**src/hw/scc_cfg.svh**
```systemverilog
// register offsets, field positions, reset values and timing counts
`ifndef SCC_CFG_SVH
`define SCC_CFG_SVH
`define SCC_SLOW_CFG_OFF      12'h000
`define SCC_MAIN_CTRL_OFF     12'h010
`define SCC_STATUS_OFF        12'h014
`define SCC_IRQ_MASK_OFF      12'h018
`define SCC_SLOW_CFG_RESET    32'h0000_0001
`define SCC_SLOW_CFG_MASK     32'h0000_000F
`define SCC_SC_RC_EN_BIT      0
`define SCC_SC_XT_EN_BIT      1
`define SCC_SC_XT_BYP_BIT     2
`define SCC_SC_SEL_BIT        3
`define SCC_MO_RC_EN_BIT      0
`define SCC_MO_XT_EN_BIT      1
`define SCC_MO_XT_BYP_BIT     2
`define SCC_MO_SEL_BIT        3
`define SCC_MO_CNT_LSB        8
`define SCC_MO_CNT_W          8
`define SCC_ST_XT_STABLE      0
`define SCC_ST_SW_DONE        1
`define SCC_ST_RC_STABLE      2
`define SCC_ST_SLOW_SEL       3
`define SCC_ST_W              4
`define SCC_DIV8              3'h7
`define SCC_SWITCH_CYCLES     3'h3
`define SCC_RC_SETTLE         3'h3
`endif

```
**src/hw/scc_pkg.sv**
```systemverilog
// types shared by the clock source control design
package scc_pkg;
	typedef enum logic [1:0] {SCC_SW_IDLE, SCC_SW_GATE, SCC_SW_OPEN} scc_sw_e;
	typedef logic [7:0] scc_count_t;
endpackage

```
**src/hw/scc_clock_source_ctrl.sv**
```systemverilog
// slow and main clock source control with apb registers
//
// Added by the designer: the APB register port.
`include "scc_cfg.svh"
// How it works
// - slow config bit0 enables slow RC
// - slow config bit1 enables slow crystal
// - bit2 bypasses slow crystal for pin clock
// - bit3 selects slow source, 1 crystal
// - slow config resets to one
// - select write starts switch, status shows source
// - crystal select enables crystal, glitch-free switch
// - main RC disable clears its stable flag
// - main RC stable flag can interrupt
// - reset: crystal off, RC on and used
// - crystal disable clears crystal stable flag
// - startup count down on slow/8, then stable
// - main select glitch-free with done flag
// - main bypass uses external pin clock
// - reset: RC on, crystal off, select zero
module scc_clock_source_ctrl (
	input  wire logic        pclk,
	input  wire logic        presetn,
	input  wire logic        psel,
	input  wire logic        penable,
	input  wire logic        pwrite,
	input  wire logic [11:0] paddr,
	input  wire logic [31:0] pwdata,
	output logic      [31:0] prdata,
	output logic             pready,
	output logic             pslverr,
	output logic             irq,
	output logic             slow_rc_osc_enable,
	output logic             slow_crystal_enable,
	output logic             slow_crystal_bypass,
	output logic             slow_source_active,
	output logic             main_rc_enable,
	output logic             main_crystal_enable,
	output logic             main_crystal_bypass,
	output logic             main_source_active
);
	import scc_pkg::*;

	// register state and sequencer links
	logic [3:0]  slow_cfg_reg;
	logic [3:0]  main_ctrl_reg;
	scc_count_t  startup_reg;
	logic [2:0]  div_reg;
	logic [2:0]  rc_settle_reg;
	logic        xt_stable_reg;
	logic        rc_stable_reg;
	logic        slow_done_reg;
	logic        slow_switching;
	logic [`SCC_ST_W-1:0] events_reg;
	logic [`SCC_ST_W-1:0] mask_reg;
	logic [`SCC_ST_W-1:0] ev_set;
	logic        wr_en;
	logic        rd_en;
	logic        addr_ok;
	logic        wr_slow;
	logic        wr_main;
	logic        main_done_pulse;
	logic        main_switching;
	logic        slow_done_pulse;
	logic        xt_start;
	// decode and status helpers
	logic [3:0]  slow_cfg_next;
	logic [3:0]  main_ctrl_next;
	logic        apb_setup;
	logic        apb_access;
	logic        sel_slow;
	logic        sel_main;
	logic        sel_status;
	logic        sel_mask;
	logic        wr_status;
	logic        wr_mask;
	logic        xt_counting;
	logic        div_tick;
	logic        xt_rise;
	logic        rc_rise;
	logic        slow_done_next;
	logic        main_done;
	logic [`SCC_ST_W-1:0] clr_bits;
	logic [4:0]  live_bits;
	logic [31:0] status_word;
	logic [31:0] rd_word;

	// apb phases, zero wait states
	assign pready     = 1'b1;
	assign apb_setup  = psel && !penable;
	assign apb_access = psel && penable;

	// one select per mapped register
	assign sel_slow   = (paddr == `SCC_SLOW_CFG_OFF);
	assign sel_main   = (paddr == `SCC_MAIN_CTRL_OFF);
	assign sel_status = (paddr == `SCC_STATUS_OFF);
	assign sel_mask   = (paddr == `SCC_IRQ_MASK_OFF);
	assign addr_ok    = sel_slow || sel_main || sel_status || sel_mask;

	assign pslverr = apb_access && !addr_ok;

	// writes in access phase, reads sampled in setup phase
	assign wr_en   = apb_access && pwrite && addr_ok;
	assign rd_en   = apb_setup && !pwrite;

	// register write strobes
	assign wr_slow   = wr_en && sel_slow;
	assign wr_main   = wr_en && sel_main;
	assign wr_status = wr_en && sel_status;
	assign wr_mask   = wr_en && sel_mask;
	// write one to clear status events
	assign clr_bits  = wr_status ? pwdata[`SCC_ST_W-1:0] : {`SCC_ST_W{1'b0}};

	// next slow config value on a write
	always_comb begin
		slow_cfg_next = slow_cfg_reg;
		if (wr_slow) begin
			slow_cfg_next = pwdata[3:0];
			if (pwdata[`SCC_SC_SEL_BIT]) begin
				slow_cfg_next[`SCC_SC_XT_EN_BIT] = 1'b1;
			end
		end
	end

	// slow clock configuration register
	always_ff @(posedge pclk or negedge presetn) begin
		if (!presetn) begin
			slow_cfg_reg <= 4'(`SCC_SLOW_CFG_RESET);
		end else begin
			slow_cfg_reg <= slow_cfg_next;
		end
	end

	assign slow_rc_osc_enable  = slow_cfg_reg[`SCC_SC_RC_EN_BIT];
	assign slow_crystal_enable = slow_cfg_reg[`SCC_SC_XT_EN_BIT];
	// slow crystal bypass to pin clock
	assign slow_crystal_bypass = slow_cfg_reg[`SCC_SC_XT_BYP_BIT];

	scc_glitch_free_mux u_slow_mux (
		.pclk       (pclk),
		.presetn    (presetn),
		.sel_req    (slow_cfg_reg[`SCC_SC_SEL_BIT]),
		.sel_active (slow_source_active),
		.done_pulse (slow_done_pulse),
		.busy       (slow_switching)
	);

	// next main control value on a write
	always_comb begin
		main_ctrl_next = main_ctrl_reg;
		if (wr_main) begin
			main_ctrl_next = pwdata[3:0];
		end
	end

	// main oscillator control register
	always_ff @(posedge pclk or negedge presetn) begin
		if (!presetn) begin
			// RC on, crystal off, select RC
			main_ctrl_reg <= 4'h1;
		end else begin
			main_ctrl_reg <= main_ctrl_next;
		end
	end

	// main enables straight from the register
	assign main_rc_enable      = main_ctrl_reg[`SCC_MO_RC_EN_BIT];
	assign main_crystal_enable = main_ctrl_reg[`SCC_MO_XT_EN_BIT];
	// external clock on main crystal pin
	assign main_crystal_bypass = main_ctrl_reg[`SCC_MO_XT_BYP_BIT];

	scc_glitch_free_mux u_main_mux (
		.pclk       (pclk),
		.presetn    (presetn),
		.sel_req    (main_ctrl_reg[`SCC_MO_SEL_BIT]),
		.sel_active (main_source_active),
		.done_pulse (main_done_pulse),
		.busy       (main_switching)
	);

	// crystal enable written with a count starts the countdown
	assign xt_start    = wr_main && pwdata[`SCC_MO_XT_EN_BIT];
	// counting while the crystal is on and not yet stable
	assign xt_counting = main_crystal_enable && !xt_stable_reg && !xt_start;
	// one tick every eighth slow clock cycle
	assign div_tick    = (div_reg == 3'h0);

	always_ff @(posedge pclk or negedge presetn) begin
		if (!presetn) begin
			div_reg <= 3'h0;
		end else if (xt_start) begin
			div_reg <= `SCC_DIV8;
		end else if (xt_counting) begin
			div_reg <= div_reg - 3'h1;
		end
	end

	// startup count, loaded on enable, down per tick
	always_ff @(posedge pclk or negedge presetn) begin
		if (!presetn) begin
			startup_reg <= 8'h00;
		end else if (xt_start) begin
			startup_reg <= pwdata[`SCC_MO_CNT_LSB +: `SCC_MO_CNT_W];
		end else if (!main_crystal_enable) begin
			startup_reg <= 8'h00;
		end else if (xt_counting && div_tick && startup_reg != 8'h00) begin
			startup_reg <= startup_reg - 8'h01;
		end
	end

	// disabled or restarted crystal is not stable
	always_ff @(posedge pclk or negedge presetn) begin
		if (!presetn) begin
			xt_stable_reg <= 1'b0;
		end else if (xt_start || !main_crystal_enable) begin
			xt_stable_reg <= 1'b0;
		end else if (xt_counting && startup_reg == 8'h00) begin
			xt_stable_reg <= 1'b1;
		end
	end

	// main RC settle counter, restarts while RC is off
	always_ff @(posedge pclk or negedge presetn) begin
		if (!presetn) begin
			rc_settle_reg <= `SCC_RC_SETTLE;
		end else if (!main_rc_enable) begin
			rc_settle_reg <= `SCC_RC_SETTLE;
		end else if (rc_settle_reg != 3'h0) begin
			rc_settle_reg <= rc_settle_reg - 3'h1;
		end
	end

	// main RC stable after a short settle
	always_ff @(posedge pclk or negedge presetn) begin
		if (!presetn) begin
			rc_stable_reg <= 1'b0;
		end else if (!main_rc_enable) begin
			rc_stable_reg <= 1'b0;
		end else if (rc_settle_reg == 3'h0) begin
			rc_stable_reg <= 1'b1;
		end
	end

	// slow done drops as soon as select and source differ
	assign slow_done_next = !slow_switching &&
			(slow_cfg_reg[`SCC_SC_SEL_BIT] == slow_source_active);

	// slow switch done level, registered
	always_ff @(posedge pclk or negedge presetn) begin
		if (!presetn) begin
			slow_done_reg <= 1'b1;
		end else begin
			slow_done_reg <= slow_done_next;
		end
	end

	// main done: idle and on the requested source
	assign main_done = !main_switching &&
			(main_ctrl_reg[`SCC_MO_SEL_BIT] == main_source_active);

	// delayed crystal stable for edge detection
	logic xt_stable_d;
	always_ff @(posedge pclk or negedge presetn) begin
		if (!presetn) begin
			xt_stable_d <= 1'b0;
		end else begin
			xt_stable_d <= xt_stable_reg;
		end
	end

	// delayed RC stable for edge detection
	logic rc_stable_d;
	always_ff @(posedge pclk or negedge presetn) begin
		if (!presetn) begin
			rc_stable_d <= 1'b0;
		end else begin
			rc_stable_d <= rc_stable_reg;
		end
	end

	// rising edges of the stable flags
	assign xt_rise = xt_stable_reg & ~xt_stable_d;
	assign rc_rise = rc_stable_reg & ~rc_stable_d;

	// event sources in status bit order
	assign ev_set = {slow_done_pulse, rc_rise, main_done_pulse, xt_rise};

	// one sticky event and mask bit per source
	for (genvar i = 0; i < `SCC_ST_W; i++) begin : g_event
		// write one clears, a set in the same cycle wins
		always_ff @(posedge pclk or negedge presetn) begin
			if (!presetn) begin
				events_reg[i] <= 1'b0;
			end else if (ev_set[i]) begin
				events_reg[i] <= 1'b1;
			end else if (clr_bits[i]) begin
				events_reg[i] <= 1'b0;
			end
		end

		// interrupt mask bit
		always_ff @(posedge pclk or negedge presetn) begin
			if (!presetn) begin
				mask_reg[i] <= 1'b0;
			end else if (wr_mask) begin
				mask_reg[i] <= pwdata[i];
			end
		end
	end

	// level interrupt while an unmasked event stands
	assign irq = |(events_reg & mask_reg);

	// live status bits above the sticky events
	assign live_bits[0] = xt_stable_reg;      // crystal stable
	assign live_bits[1] = main_done;          // main switch done
	assign live_bits[2] = rc_stable_reg;      // main RC stable
	assign live_bits[3] = slow_source_active; // slow source
	assign live_bits[4] = slow_done_reg;      // slow switch done
	assign status_word  = {23'h0, live_bits, events_reg};

	// read word of the addressed register
	always_comb begin
		rd_word = 32'h0000_0000;
		if (sel_slow) begin
			rd_word = {28'h0, slow_cfg_reg};
		end else if (sel_main) begin
			rd_word = {16'h0, startup_reg, 4'h0, main_ctrl_reg};
		end else if (sel_status) begin
			rd_word = status_word;
		end else if (sel_mask) begin
			rd_word = {28'h0, mask_reg};
		end
	end

	// read data registered in setup phase, held through access
	always_ff @(posedge pclk or negedge presetn) begin
		if (!presetn) begin
			prdata <= 32'h0000_0000;
		end else if (rd_en) begin
			prdata <= rd_word;
		end
	end
endmodule

```
**src/hw/scc_glitch_free_mux.sv**
```systemverilog
// glitch-free source switch sequencer: gate old source, wait, open new one
`include "scc_cfg.svh"
module scc_glitch_free_mux (
	input  wire logic            pclk,
	input  wire logic            presetn,
	input  wire logic            sel_req,
	output logic                 sel_active,
	output logic                 done_pulse,
	output logic                 busy
);
	import scc_pkg::*;
	scc_sw_e    state_reg;
	logic [2:0] wait_reg;

	// gate off, hold for a few cycles, then take the new source
	always_ff @(posedge pclk or negedge presetn) begin
		if (!presetn) begin
			state_reg  <= SCC_SW_IDLE;
			wait_reg   <= 3'h0;
			sel_active <= 1'b0;
			done_pulse <= 1'b0;
		end else begin
			done_pulse <= 1'b0;
			unique case (state_reg)
				SCC_SW_IDLE: begin
					if (sel_req != sel_active) begin
						state_reg <= SCC_SW_GATE;
						wait_reg  <= `SCC_SWITCH_CYCLES;
					end
				end
				SCC_SW_GATE: begin
					if (wait_reg == 3'h0) begin
						sel_active <= sel_req;
						state_reg  <= SCC_SW_OPEN;
						wait_reg   <= `SCC_SWITCH_CYCLES;
					end else begin
						wait_reg <= wait_reg - 3'h1;
					end
				end
				SCC_SW_OPEN: begin
					if (wait_reg == 3'h0) begin
						state_reg  <= SCC_SW_IDLE;
						done_pulse <= 1'b1;
					end else begin
						wait_reg <= wait_reg - 3'h1;
					end
				end
			endcase
		end
	end

	// busy whenever the sequencer is not idle
	assign busy = (state_reg != SCC_SW_IDLE);
endmodule

```
**config.mk**
```make
export PLATFORM = sky130hd
export DESIGN_NAME = scc_clock_source_ctrl
export DESIGN_NICKNAME = d
export VERILOG_FILES = /design/src/hw/scc_pkg.sv /design/src/hw/scc_clock_source_ctrl.sv /design/src/hw/scc_glitch_free_mux.sv
export VERILOG_INCLUDE_DIRS = /design/src /design/src/hw
export SDC_FILE = /design/constraint.sdc
export NUM_CORES = 1
export LEC_CHECK = 0
export BUFFER_PORTS_ARGS = -buffer_cell sky130_fd_sc_hd__buf_2
export CAP_MARGIN = 0
export CORE_MARGIN = 10
export CORE_UTILIZATION = 25
export DETAILED_ROUTE_END_ITERATION = 16
export HOLD_SLACK_MARGIN = 0.03
export SETUP_SLACK_MARGIN = 0.2
export SLEW_MARGIN = 40
export SYNTH_ARGS = -nofsm -noshare
export SYNTH_HDL_FRONTEND = slang
export SYNTH_SLANG_ARGS = --single-unit
export TNS_END_PERCENT = 100
```
**constraint.sdc**
```tcl
create_clock -name pclk -period 3.4 [get_ports pclk]
set_input_delay 0.85 -clock pclk [delete_from_list [all_inputs] [get_ports pclk]]
set_output_delay 0.85 -clock pclk [all_outputs]
set_load 0.05 [all_outputs]
```
==> summary.txt, run 1 <==
Outcome
  • Status: complete, no violations

Finish
  • Area Overhead vs Synth: 21.4%
  • Layout cells sized above 1: 0.244
  • Multi-input logic area: 1680 µm²
  • Fillers: 1447
  • Max reg flops: 16
  • Antenna cells: 0
  • FF+latch area: 1630 µm²
  • Layout Nets: 474

Timing
  • Peak Freq: 0.328 GHz
  • Final Hold Viols: 0
  • Fin. max-slew vios: 0
  • Max-slew headroom: 0.544
  • Crit path time final: 3.05 ns
  • Worst slew pin tran: 0.678 ns
  • Ratio of final minimum period to clock period: 0.897
  • Setup TNS Final: 0 ns
  • RSZ-0062 raised after global routing: false
  • Setup violators final: 0
  • Clock skew: 0.00350 ns

Setup path
  • Crit-path max cell delay: 0.59 ns
  • Slowest cell on the critical path: or4_1
  • Crit Path Class: primary input to output port
  • Crit. End Element: output port
  • Critical path launch point type: primary input
  • CP required: 2.55 ns
  • CP Data Arrival Time: 2.20 ns
  • Buf/Inv on CP: 2
  • CP dominant cell by count: buf_2
  • Crit path max fanout: 3
  • Cells along the critical path: buf_2 -> or4_1 -> nor3_2 -> o21ai_0 -> and3_1 -> buf_2
  • Top Family by Delay on Critical Path: simple AND/OR/NAND/NOR gates

Routing
  • Final ANT Viol Nets: 0
  • Drt pass-1 iters: 4
  • Wire per inst: 15.2 µm
  • Vias: 2764
  • DR DRC count: 0
  • Vias/cell: 4.65
  • Initial DRC Count: 195
  • Final wirelength: 9.06 mm

Clock network
  • Cts bufs inserted: 9
  • Clk sink count: 65
  • Htree depth: 3
  • Worst-Skew Late Latency: 0.32 ns
  • Max clock buf depth: 2
  • CTS tree: built
  • Clock slew at reported path FFs: 0.05 ns
  • Post-CTS Setup Inserts: 0
  • CTS Root Cell: clkbuf_16
  • # hold bufs at CTS: 0

Global routing
  • Vias in the first global route: 2794
  • Largest net degree at the start of global routing: 66
  • All-Layer GR Usage: 0.0928
  • GR Overflow Total: 0
  • Initial antenna violation count: 0
  • First-pass GRT wire length: 14.6 mm

Floorplan
  • Number of core rows: 43
  • Effective utilization at floorplan: 0.253
  • Core area: 13800 µm²
  • DIE WIDTH: 138 µm
  • Die area: 19100 µm²
  • IO Pins: 92
  • Chip height: 138 µm

Synth
  • Cells after Synth: 352
  • Ys async rst share: 1.00
  • Ys flop type: dfrtp_1
  • Post-synthesis area per instance: 9.91 µm²
  • Register bit count reported by yosys: 65
  • Synth warn: 0
  • Cell variety after synth: 49
  • EDFF count, synth: 0
  • Post-Syn Area: 3490 µm²
  • Register area share after synthesis: 0.468

Power
  • Final total power: 0.00236 W
  • Largest vdd supply drop: 0.000242 V
  • P_leak: 2.02 nW
  • PD cells: 558 nW/µm²

Flow run
  • MaxCap Viol Count: 0

Worst hold path
  • Hold Crit Class: flip-flop to flip-flop

Placement
  • Port-buffer cells: 54
  • Hpwl dp: 6.87 mm
  • RD Place Congestion: 0.866
[cell families after synthesis]
kind of cell	count (synthesis)	share of synthesized area
compound gates	82	0.152
other cells	2	0.00215
flops	65	0.468
xor+xnor	8	0.0201
mux	18	0.0592
fa+ha+maj	16	0.0574
buf+inv	50	0.0731
simple gates	111	0.168
[metrics by stage]
stage	cells	util	worst slack, ns	hold slack [ns]	instance area [µm²]
6_report	594	0.308	0.350	0.411	4240
2_1_floorplan	367	-	0.370	0.375	3550
3_5_place_dp	578	0.284	0.280	0.409	3920
5_1_grt	594	0.308	0.275	0.446	4240
4_1_cts	594	0.306	0.276	0.414	4220
3_3_place_gp	578	0.284	0.327	0.402	3920
[power by group]
part / leakage [nW] / switching (W) / internal [W]
Clock: 0.150 / 0.000313 / 0.000605
Sequential: 0.836 / 0.0000469 / 0.000854
Combinational: 1.03 / 0.000349 / 0.000194
[path summary, 6_finish.rpt]
kind | cells past startpoint | slack, ns | endpoint | startpoint
min reg2reg | 0 | 0.41 | rc_stable_d | rc_stable_reg
min in group asynchronous | 2 | 0.61 | prdata[10] | presetn
min | 0 | 0.41 | rc_stable_d | rc_stable_reg
max reg2reg | 6 | 1.41 | startup_reg[1] | div_reg[0]
max | 6 | 0.35 | pslverr | paddr[0]
max in group asynchronous | 2 | 2.37 | rc_settle_reg[2] | presetn
[layout make-up]
cell class	count	share of cell area
sequential	65	0.386
timing repair buffer	60	0.0753
clock buffer	13	0.0614
tap	180	0.0532
inverter	21	0.0186
clock inverter	3	0.00945
multi-input combinational	252	0.396
[routing by layer]
| metal | vias up | routed length, µm | global-route usage |
|---|---|---|---|
| li1 | 1326 | - | - |
| met1 | 1341 | 3870 | 0.107 |
| met2 | 81 | 4270 | 0.147 |
| met3 | 16 | 688 | 0.0428 |
| met4 | 0 | 228 | 0.0361 |
| met5 | - | 0 | 0 |
[synthesized netlist by cell type (7+ instances only)]
| library cell | number | area [µm²] |
|---|---|---|
| a21oi_1 | 18 | 90.1 |
| and3_1 | 8 | 50.1 |
| buf_4 | 17 | 128 |
| clkbuf_1 | 9 | 33.8 |
| dfrtp_1 | 60 | 1500 |
| ha_1 | 16 | 200 |
| inv_1 | 21 | 78.8 |
| mux2_2 | 9 | 101 |
| nand2_1 | 37 | 139 |
| nand3_1 | 9 | 45.0 |
| nor2_1 | 12 | 45.0 |
| nor2b_1 | 7 | 43.8 |
| nor3_1 | 7 | 35.0 |
| o21ai_0 | 21 | 105 |
| o2bb2ai_1 | 7 | 61.3 |
| o31ai_1 | 7 | 52.6 |
| xnor2_1 | 7 | 61.3 |
[layout by cell type (no fill, tap or decap), drive strengths merged, types with 3 or more instances in the layout]
cell type	n
ha	16
o2bb2ai	7
or3	3
mux2	12
o21ai	21
nor3b	4
a21o	3
and3	8
dfrtp	60
mux2i	6
nor4	4
or4	4
conb	17
clkbuf	13
nor2	12
a21oi	18
inv	21
a211oi	3
a31oi	6
a22o	6
dfstp	5
nand2b	5
a22oi	4
nand3	9
buf	60
nor2b	7
o31ai	7
nor3	7
nand2	37
xnor2	7
[repair_timing]
| action | CTS | global route |
|---|---|---|
| resized for setup | 0 | 1 |
| setup endpoints to repair | 0 | 1 |
| hold endpoints to repair | 0 | 0 |
Power figures use the tool's default switching activity.
==> inputs of run 2 (changes only) <==
Settings changed: SETUP_SLACK_MARGIN 0.2 to 0.5.
==> run 2 against run 1 <==
  * Clock skew rose by 0.0021 ns
  * Via count rose by 0.33%
  * Combinational power up 0.7%
  * Setup slack improved by 0.15 ns
  * Die area unchanged
  * Critical endpoint unchanged
  * Highest routed layer is now met5
==> summary.txt, run 2 (synthesis gave the netlist of run 1 again) <==
Clock network
  • Clock slew at reported path FFs: 0.06 ns (about the same)
  • CTS tree: built
  • Worst-Skew Late Latency: 0.33 ns (about the same)
  • # hold bufs at CTS: 0 (unchanged)
  • Htree depth: 3 (unchanged)
  • Clk sink count: 65 (unchanged)
  • Cts bufs inserted: 9 (unchanged)
  • Max clock buf depth: 2 (unchanged)
  • CTS Root Cell: clkbuf_16

Setup path
  • Crit Reg-Reg Startpoint: div_reg[0]
  • Worst R2R Setup Slack: 1.43 ns (+0.02 ns)
  • Cells along the critical path: buf_6 -> or4_4 -> nor3_4 -> o21ai_1 -> and3_4 -> buf_8
  • CP Data Arrival Time: 2.05 ns (-0.15 ns)
  • Crit Path Class: primary input to output port
  • Crit. End Element: output port
  • Slowest cell on the critical path: or4_4
  • Worst r2r dst: startup_reg[1]
  • Buf/Inv on CP: 2 (unchanged)
  • Crit-path max cell delay: 0.54 ns (-0.05 ns)
  • Top Family by Delay on Critical Path: simple AND/OR/NAND/NOR gates
  • FF-to-FF path depth: 6 (unchanged)
  • Crit path max fanout: 2 (-1)
  • Critical path launch point type: primary input
  • CP required: 2.55 ns (about the same)

Routing
  • DR DRC count: 0 (unchanged)
  • Vias/cell: 4.65 (about the same)
  • Vias: 2773 (+0.33%)
  • Wire per inst: 15.2 µm (-0.16%)
  • Final ANT Viol Nets: 0 (unchanged)
  • Final wirelength: 9.07 mm (+0.18%)
  • Drt pass-1 iters: 4 (unchanged)
  • Initial DRC Count: 113 (-42%)

Timing
  • Setup TNS Final: 0 ns (unchanged)
  • Max-slew headroom: 0.600 (+0.0561)
  • Final Hold Viols: 0 (unchanged)
  • Crit path time final: 2.90 ns (-0.153 ns)
  • Worst slew pin tran: 0.595 ns (-0.0834 ns)
  • Peak Freq: 0.345 GHz (+5.3%)
  • Clock skew: 0.00560 ns (+0.00210 ns)
  • Ratio of final minimum period to clock period: 0.852 (-0.0451)
  • Fin. max-slew vios: 0 (unchanged)
  • Setup violators final: 0 (unchanged)
  • RSZ-0062 raised after global routing: true

Floorplan
  • DIE WIDTH: 138 µm (unchanged)
  • Number of core rows: 43 (unchanged)
  • Core area: 13800 µm² (unchanged)
  • Effective utilization at floorplan: 0.253 (unchanged)
  • Die area: 19100 µm² (unchanged)
  • Chip height: 138 µm (unchanged)
  • IO Pins: 92 (unchanged)

Worst hold path
  • Worst Hold Launch: rc_stable_d
  • Hold-critical path depth: 1 (+1)
  • Hold Crit Class: flip-flop to flip-flop
  • WHS Endpoint: events_reg[2]

Outcome
  • Status: complete, no violations

Global routing
  • All-Layer GR Usage: 0.0948 (+0.00198)
  • GR Overflow Total: 0 (unchanged)
  • Initial antenna violation count: 1 (+1)
  • Largest net degree at the start of global routing: 29 (-56%)
  • Vias in the first global route: 2791 (-0.11%)
  • First-pass GRT wire length: 14.7 mm (+0.71%)

Finish
  • Max reg flops: 16 (unchanged)
  • Fillers: 1439 (-0.55%)
  • Area Overhead vs Synth: 23.2%
  • Antenna cells: 0 (unchanged)
  • Commonest non-fill, non-tap cell in the layout: dfrtp_1
  • Commonest non-fill, non-tap cells in the layout: 60 x dfrtp_1, 52 x buf_2, 37 x nand2_1, 21 x inv_1, 20 x o21ai_0
  • Layout Nets: 476 (+0.42%)
  • Layout cells sized above 1: 0.255 (+0.0108)

Placement
  • Hpwl dp: 7.05 mm (+2.6%)
  • Port-buffer cells: 54 (unchanged)
  • RD Place Congestion: 0.876 (+1.1%)

Power
  • PD cells: 567 nW/µm² (+1.6%)
  • Largest vdd supply drop: 0.000300 V (+24%)
  • Final total power: 0.00244 W (+3.1%)
  • P_leak: 2.04 nW (+0.87%)

Flow run
  • MaxCap Viol Count: 0 (unchanged)
-- run 2: changes by cell type in the layout (fill, tap and decap cells not counted), sizes merged --
cell and change:
clkinv -2, clkinvlp +3, buf +2, clkbuf -3, bufinv +1, inv +1
-- run 2: metrics by stage --
step | setup WS (ns) | hold WS, ns | std cells | utilization | cell area, µm²
2_1_floorplan | 0.511 | 0.375 | 367 | - | 3550
3_3_place_gp | 0.345 | 0.402 | 578 | 0.285 | 3920
3_5_place_dp | 0.326 | 0.402 | 578 | 0.285 | 3930
4_1_cts | 0.494 | 0.417 | 596 | 0.312 | 4290
5_1_grt | 0.457 | 0.443 | 596 | 0.312 | 4300
6_report | 0.503 | 0.410 | 596 | 0.312 | 4300
-- run 2: worst max-delay path by stage --
stage / startpoint / to / slack, ns / depth (start not counted)
finish: paddr[5] / pslverr / 0.50 / 6
global route: paddr[5] / pslverr / 0.46 / 6
CTS: paddr[5] / pslverr / 0.49 / 6
detailed placement: paddr[0] / pslverr / 0.33 / 6
global placement: paddr[0] / pslverr / 0.35 / 6
floorplan: paddr[9] / pslverr / 0.51 / 4
-- run 2: worst register-to-register path: cells and delay by family (launching register included) --
kind | cells | cell delay (ns)
muxes | 1 | 0.37
DFF | 1 | 0.38
AOI/OAI and AO/OA | 2 | 0.38
adders and majority gates | 1 | 0.17
and+or+nand+nor | 1 | 0.51
buffers and inverters | 1 | 0.09
-- run 2: final cells by class --
cell class              count  area, µm²  share of cell area
clock buffers              10        229              0.0533
well taps                 180        225              0.0524
inverters                  21       78.8              0.0183
flip-flops and latches     65       1630               0.380
multi-input cells         252       1690               0.394
clock inverters             6       91.3              0.0213
repair buffers             62        347              0.0806
-- run 2: where the power goes --
group          leakage (nW)  internal (W)  switching, W
clock network         0.145      0.000644      0.000344
registers             0.836      0.000854     0.0000478
logic                  1.06      0.000197      0.000351
total                  2.04       0.00169      0.000742
-- run 2: repair_timing --
item	CTS	global route
pin swaps	3	0
setup buffers	2	0
endpoints found under the setup margin	1	1
gates resized for setup	8	0
-- run 2: metal layers --
metal / track usage / share of wire / vias to the layer above
li1: - / - / 1329
met2: 0.152 / 0.49 / 72
met1: 0.111 / 0.42 / 1361
met4: 0.0283 / 0.012 / 2
met3: 0.0432 / 0.076 / 9
met5: 0 / 0.00088 / -
==> inputs of run 3 (changes only) <==
Settings changed: ABC_AREA set to 1, SKIP_LAST_GASP set to 1.
==> run 3 against run 2 <==
  * Sequential share of layout area down 2.2 points
  * Register-to-register slack better by 0.41 ns
  * Clock-buffer cell count is 1 higher
  * Clock power hardly changed
  * Total power down 1.9%
  * Synthesized cell count grew 30%
  * Die area rose by 6.3%
  * Global-route usage is 0.17 points lower
  * Critical path type unchanged
  * Largest cell class unchanged
  * Highest routed layer is now met4
==> summary.txt, run 3 <==
Timing
  • Worst slew pin tran: 0.600 ns (+0.00553 ns)
  • Crit path time final: 2.81 ns (-0.0844 ns)
  • RSZ-0062 raised after global routing: false
  • Clock skew: 0.00594 ns (+0.000340 ns)
  • Max-slew headroom: 0.600 (about the same)
  • Setup TNS Final: 0 ns (unchanged)
  • Fin. max-slew vios: 0 (unchanged)
  • Setup violators final: 0 (unchanged)
  • Peak Freq: 0.356 GHz (+3.0%)
  • Fin worst setup slack: 0.587 ns (+0.0845 ns)
  • Final Hold Viols: 0 (unchanged)
  • Ratio of final minimum period to clock period: 0.827 (-0.0248)
  • Final hold slack: 0.374 ns (-0.0366 ns)

Setup path
  • CP required: 2.55 ns (about the same)
  • Critical path launch point type: primary input
  • Crit. End Element: output port
  • Crit Path Class: primary input to output port
  • Crit-path max cell delay: 0.21 ns (-0.33 ns)
  • CP dominant cell by count: buf_2
  • Crit path max fanout: 7 (+5)
  • Top Family by Delay on Critical Path: simple AND/OR/NAND/NOR gates
  • Cells along the critical path: buf_2 -> nor2_1 -> nand3_1 -> nor2_4 -> nand2_2 -> nand2_1 -> nor4_4 -> buf_2
  • CP Data Arrival Time: 1.96 ns (-0.09 ns)
  • Buf/Inv on CP: 2 (unchanged)
  • Slowest cell on the critical path: buf_2
  • Crit Reg-Reg Startpoint: startup_reg[0]
  • Worst setup path start: paddr[7]

Routing
  • Drt pass-1 iters: 4 (unchanged)
  • Vias: 3038 (+9.6%)
  • Initial DRC Count: 193 (+71%)
  • DR DRC count: 0 (unchanged)
  • Final wirelength: 9.29 mm (+2.4%)
  • Final ANT Viol Nets: 0 (unchanged)
  • Wire per inst: 13.0 µm (-15%)
  • Vias/cell: 4.25 (-8.7%)

Floorplan
  • DIE WIDTH: 142 µm (+3.1%)
  • Effective utilization at floorplan: 0.257 (+0.00341)
  • Die area: 20300 µm² (+6.3%)
  • Core area: 14600 µm² (+5.9%)
  • IO Pins: 92 (unchanged)
  • Chip height: 142 µm (+3.1%)
  • Number of core rows: 44 (+2.3%)

Finish
  • FF+latch area: 1630 µm² (unchanged)
  • Finished Cell Area: 4560 µm² (+6.1%)
  • Area Overhead vs Synth: 21.7%
  • Layout cells sized above 1: 0.216 (-0.0393)
  • Multi-input logic area: 1810 µm² (+6.8%)
  • Max reg flops: 16 (unchanged)
  • Commonest non-fill, non-tap cell in the layout: nand2_1
  • Fillers: 1508 (+4.8%)
  • Commonest non-fill, non-tap cells in the layout: 131 x nand2_1, 60 x dfrtp_1, 59 x inv_1, 54 x buf_2, 34 x o21ai_0
  • Layout Nets: 589 (+24%)

Placement
  • Port-buffer cells: 54 (unchanged)
  • Placed cell areas: 4200 µm² (+6.9%)
  • RD Place Congestion: 0.843 (-3.7%)
  • Hpwl dp: 7.17 mm (+1.6%)
  • Pre-CTS setup slack: 0.436 ns (+0.110 ns)

Synth
  • Ys async rst share: 1.00 (unchanged)
  • Main combinational cell family by area after synthesis: simple AND/OR/NAND/NOR gates
  • Mux share of post-synthesis cell area: 0.00601 (-0.0531)
  • Register area share after synthesis: 0.436 (-0.0320)
  • Ys flop type: dfrtp_1
  • Post-Synth XOR/XNOR Area: 0.0117 (-0.00839)
  • Post-synthesis area per instance: 8.16 µm² (-18%)
  • Post-synth top cells: 132 x nand2_1, 60 x dfrtp_1, 59 x inv_1, 34 x o21ai_0, 28 x nor2_1
  • Cell variety after synth: 35 (-29%)
  • Simple-gate share of the synthesized area: 0.286 (+0.118)
  • Yosys top cell area share: 0.401 (-0.0295)
  • EDFF count, synth: 0 (unchanged)
  • Synth top area cells: dfrtp_1 40%, nand2_1 13%, inv_1 5.9%
  • Yosys top cell by area: dfrtp_1
  • Register bit count reported by yosys: 65 (unchanged)
  • Synth Area in Compound Gates: 0.103 (-0.0498)
  • Adder-cell share of the synthesized area: 0.0534 (-0.00393)
  • Cells after Synth: 459 (+30%)
  • Most frequent cell after synthesis: nand2_1
  • Post-Syn Area: 3750 µm² (+7.4%)
  • Synth warn: 0 (unchanged)

Outcome
  • Status: complete, no violations

Clock network
  • # hold bufs at CTS: 0 (unchanged)
  • Worst-Skew Late Latency: 0.33 ns (about the same)
  • Max clock buf depth: 2 (unchanged)
  • Htree depth: 3 (unchanged)
  • Clk sink count: 65 (unchanged)
  • Clock slew at reported path FFs: 0.06 ns (about the same)
  • CTS Root Cell: clkbuf_16
  • CTS tree: built
  • Cts bufs inserted: 9 (unchanged)

Power
  • PD cells: 524 nW/µm² (-7.5%)
  • P_leak: 2.47 nW (+22%)
  • Largest vdd supply drop: 0.000262 V (-13%)

Worst hold path
  • Hold Crit Class: flip-flop to flip-flop
  • Worst Hold Launch: rc_stable_reg

Flow run
  • MaxCap Viol Count: 0 (unchanged)

Global routing
  • All-Layer GR Usage: 0.0931 (-0.00171)
  • Vias in the first global route: 2965 (+6.2%)
  • GR Overflow Total: 0 (unchanged)
  • Initial antenna violation count: 2 (+1)
  • Largest net degree at the start of global routing: 27 (-6.9%)
  • First-pass GRT wire length: 15.2 mm (+3.4%)
-- run 3: cell count changes in the layout (fill, tap and decap cells not counted), sizes merged, moves of 8 or more --
| cell | before | now |
|---|---|---|
| nand2 | 37 | 140 |
| inv | 22 | 61 |
| o21ai | 21 | 48 |
| nor2 | 12 | 37 |
| nand3 | 9 | 25 |
| a21oi | 18 | 4 |
| nand4 | 2 | 15 |
| mux2 | 12 | 2 |
| and3 | 8 | 0 |
-- run 3: metal layers --
metal | track usage | wire length, µm | vias up
met5 | 0 | 0 | -
met4 | 0.0415 | 165 | 0
met3 | 0.0307 | 744 | 10
met2 | 0.147 | 4260 | 72
met1 | 0.113 | 4130 | 1370
li1 | - | - | 1586
-- run 3: logic make-up (layout without fill, tap and decap cells) --
logic type | count (synthesis) | after routing
and+or+nand+nor | 219 | 219
buffers and inverters | 83 | 138
AOI/OAI and AO/OA | 67 | 67
DFF | 65 | 65
adders and majority gates | 16 | 16
xor gates and xnor gates | 5 | 5
other | 2 | 19
muxes | 2 | 2
-- run 3: final timing paths --
kind | endpoint | slack (ns) | depth (start not counted)
min in group asynchronous | u_main_mux.sel_active | 0.53 | 1
worst min-delay path | rc_stable_d | 0.37 | 0
max in group asynchronous | slow_done_reg | 2.07 | 2
worst max-delay path | pslverr | 0.59 | 8
worst min register to register | rc_stable_d | 0.37 | 0
worst max register to register | startup_reg[1] | 1.84 | 7
-- run 3: area by class of cell --
type / count / area share
multi-input cells: 326 / 0.397
diodes: 2 / 0.00110
flip-flops and latches: 65 / 0.358
inverters: 62 / 0.0516
clock buffers: 11 / 0.0554
clock inverters: 5 / 0.0170
well taps: 184 / 0.0505
repair buffers: 60 / 0.0692
-- run 3: metrics by stage --
stage	instances	total power, W	util
5_1_grt	714	0.00254	0.312
2_1_floorplan	474	0.00128	-
4_1_cts	711	0.00242	0.311
3_3_place_gp	695	0.00138	0.288
6_report	715	0.00239	0.312
3_5_place_dp	695	0.00139	0.288
-- run 3: repair_timing --
action                                  CTS  global route
setup buffers                             0             2
gates cloned                              0             0
pin swaps                                 0             1
gates resized for setup                   1             2
endpoints found under the setup margin    1             1
-- run 3: power breakdown --
| part | switching (W) | internal, W | total [W] | leakage [nW] |
|---|---|---|---|---|
| Sequential | 0.0000281 | 0.000845 | 0.000873 | 0.833 |
| Combinational | 0.000341 | 0.000164 | 0.000504 | 1.48 |
| Clock | 0.000334 | 0.000679 | 0.00101 | 0.162 |
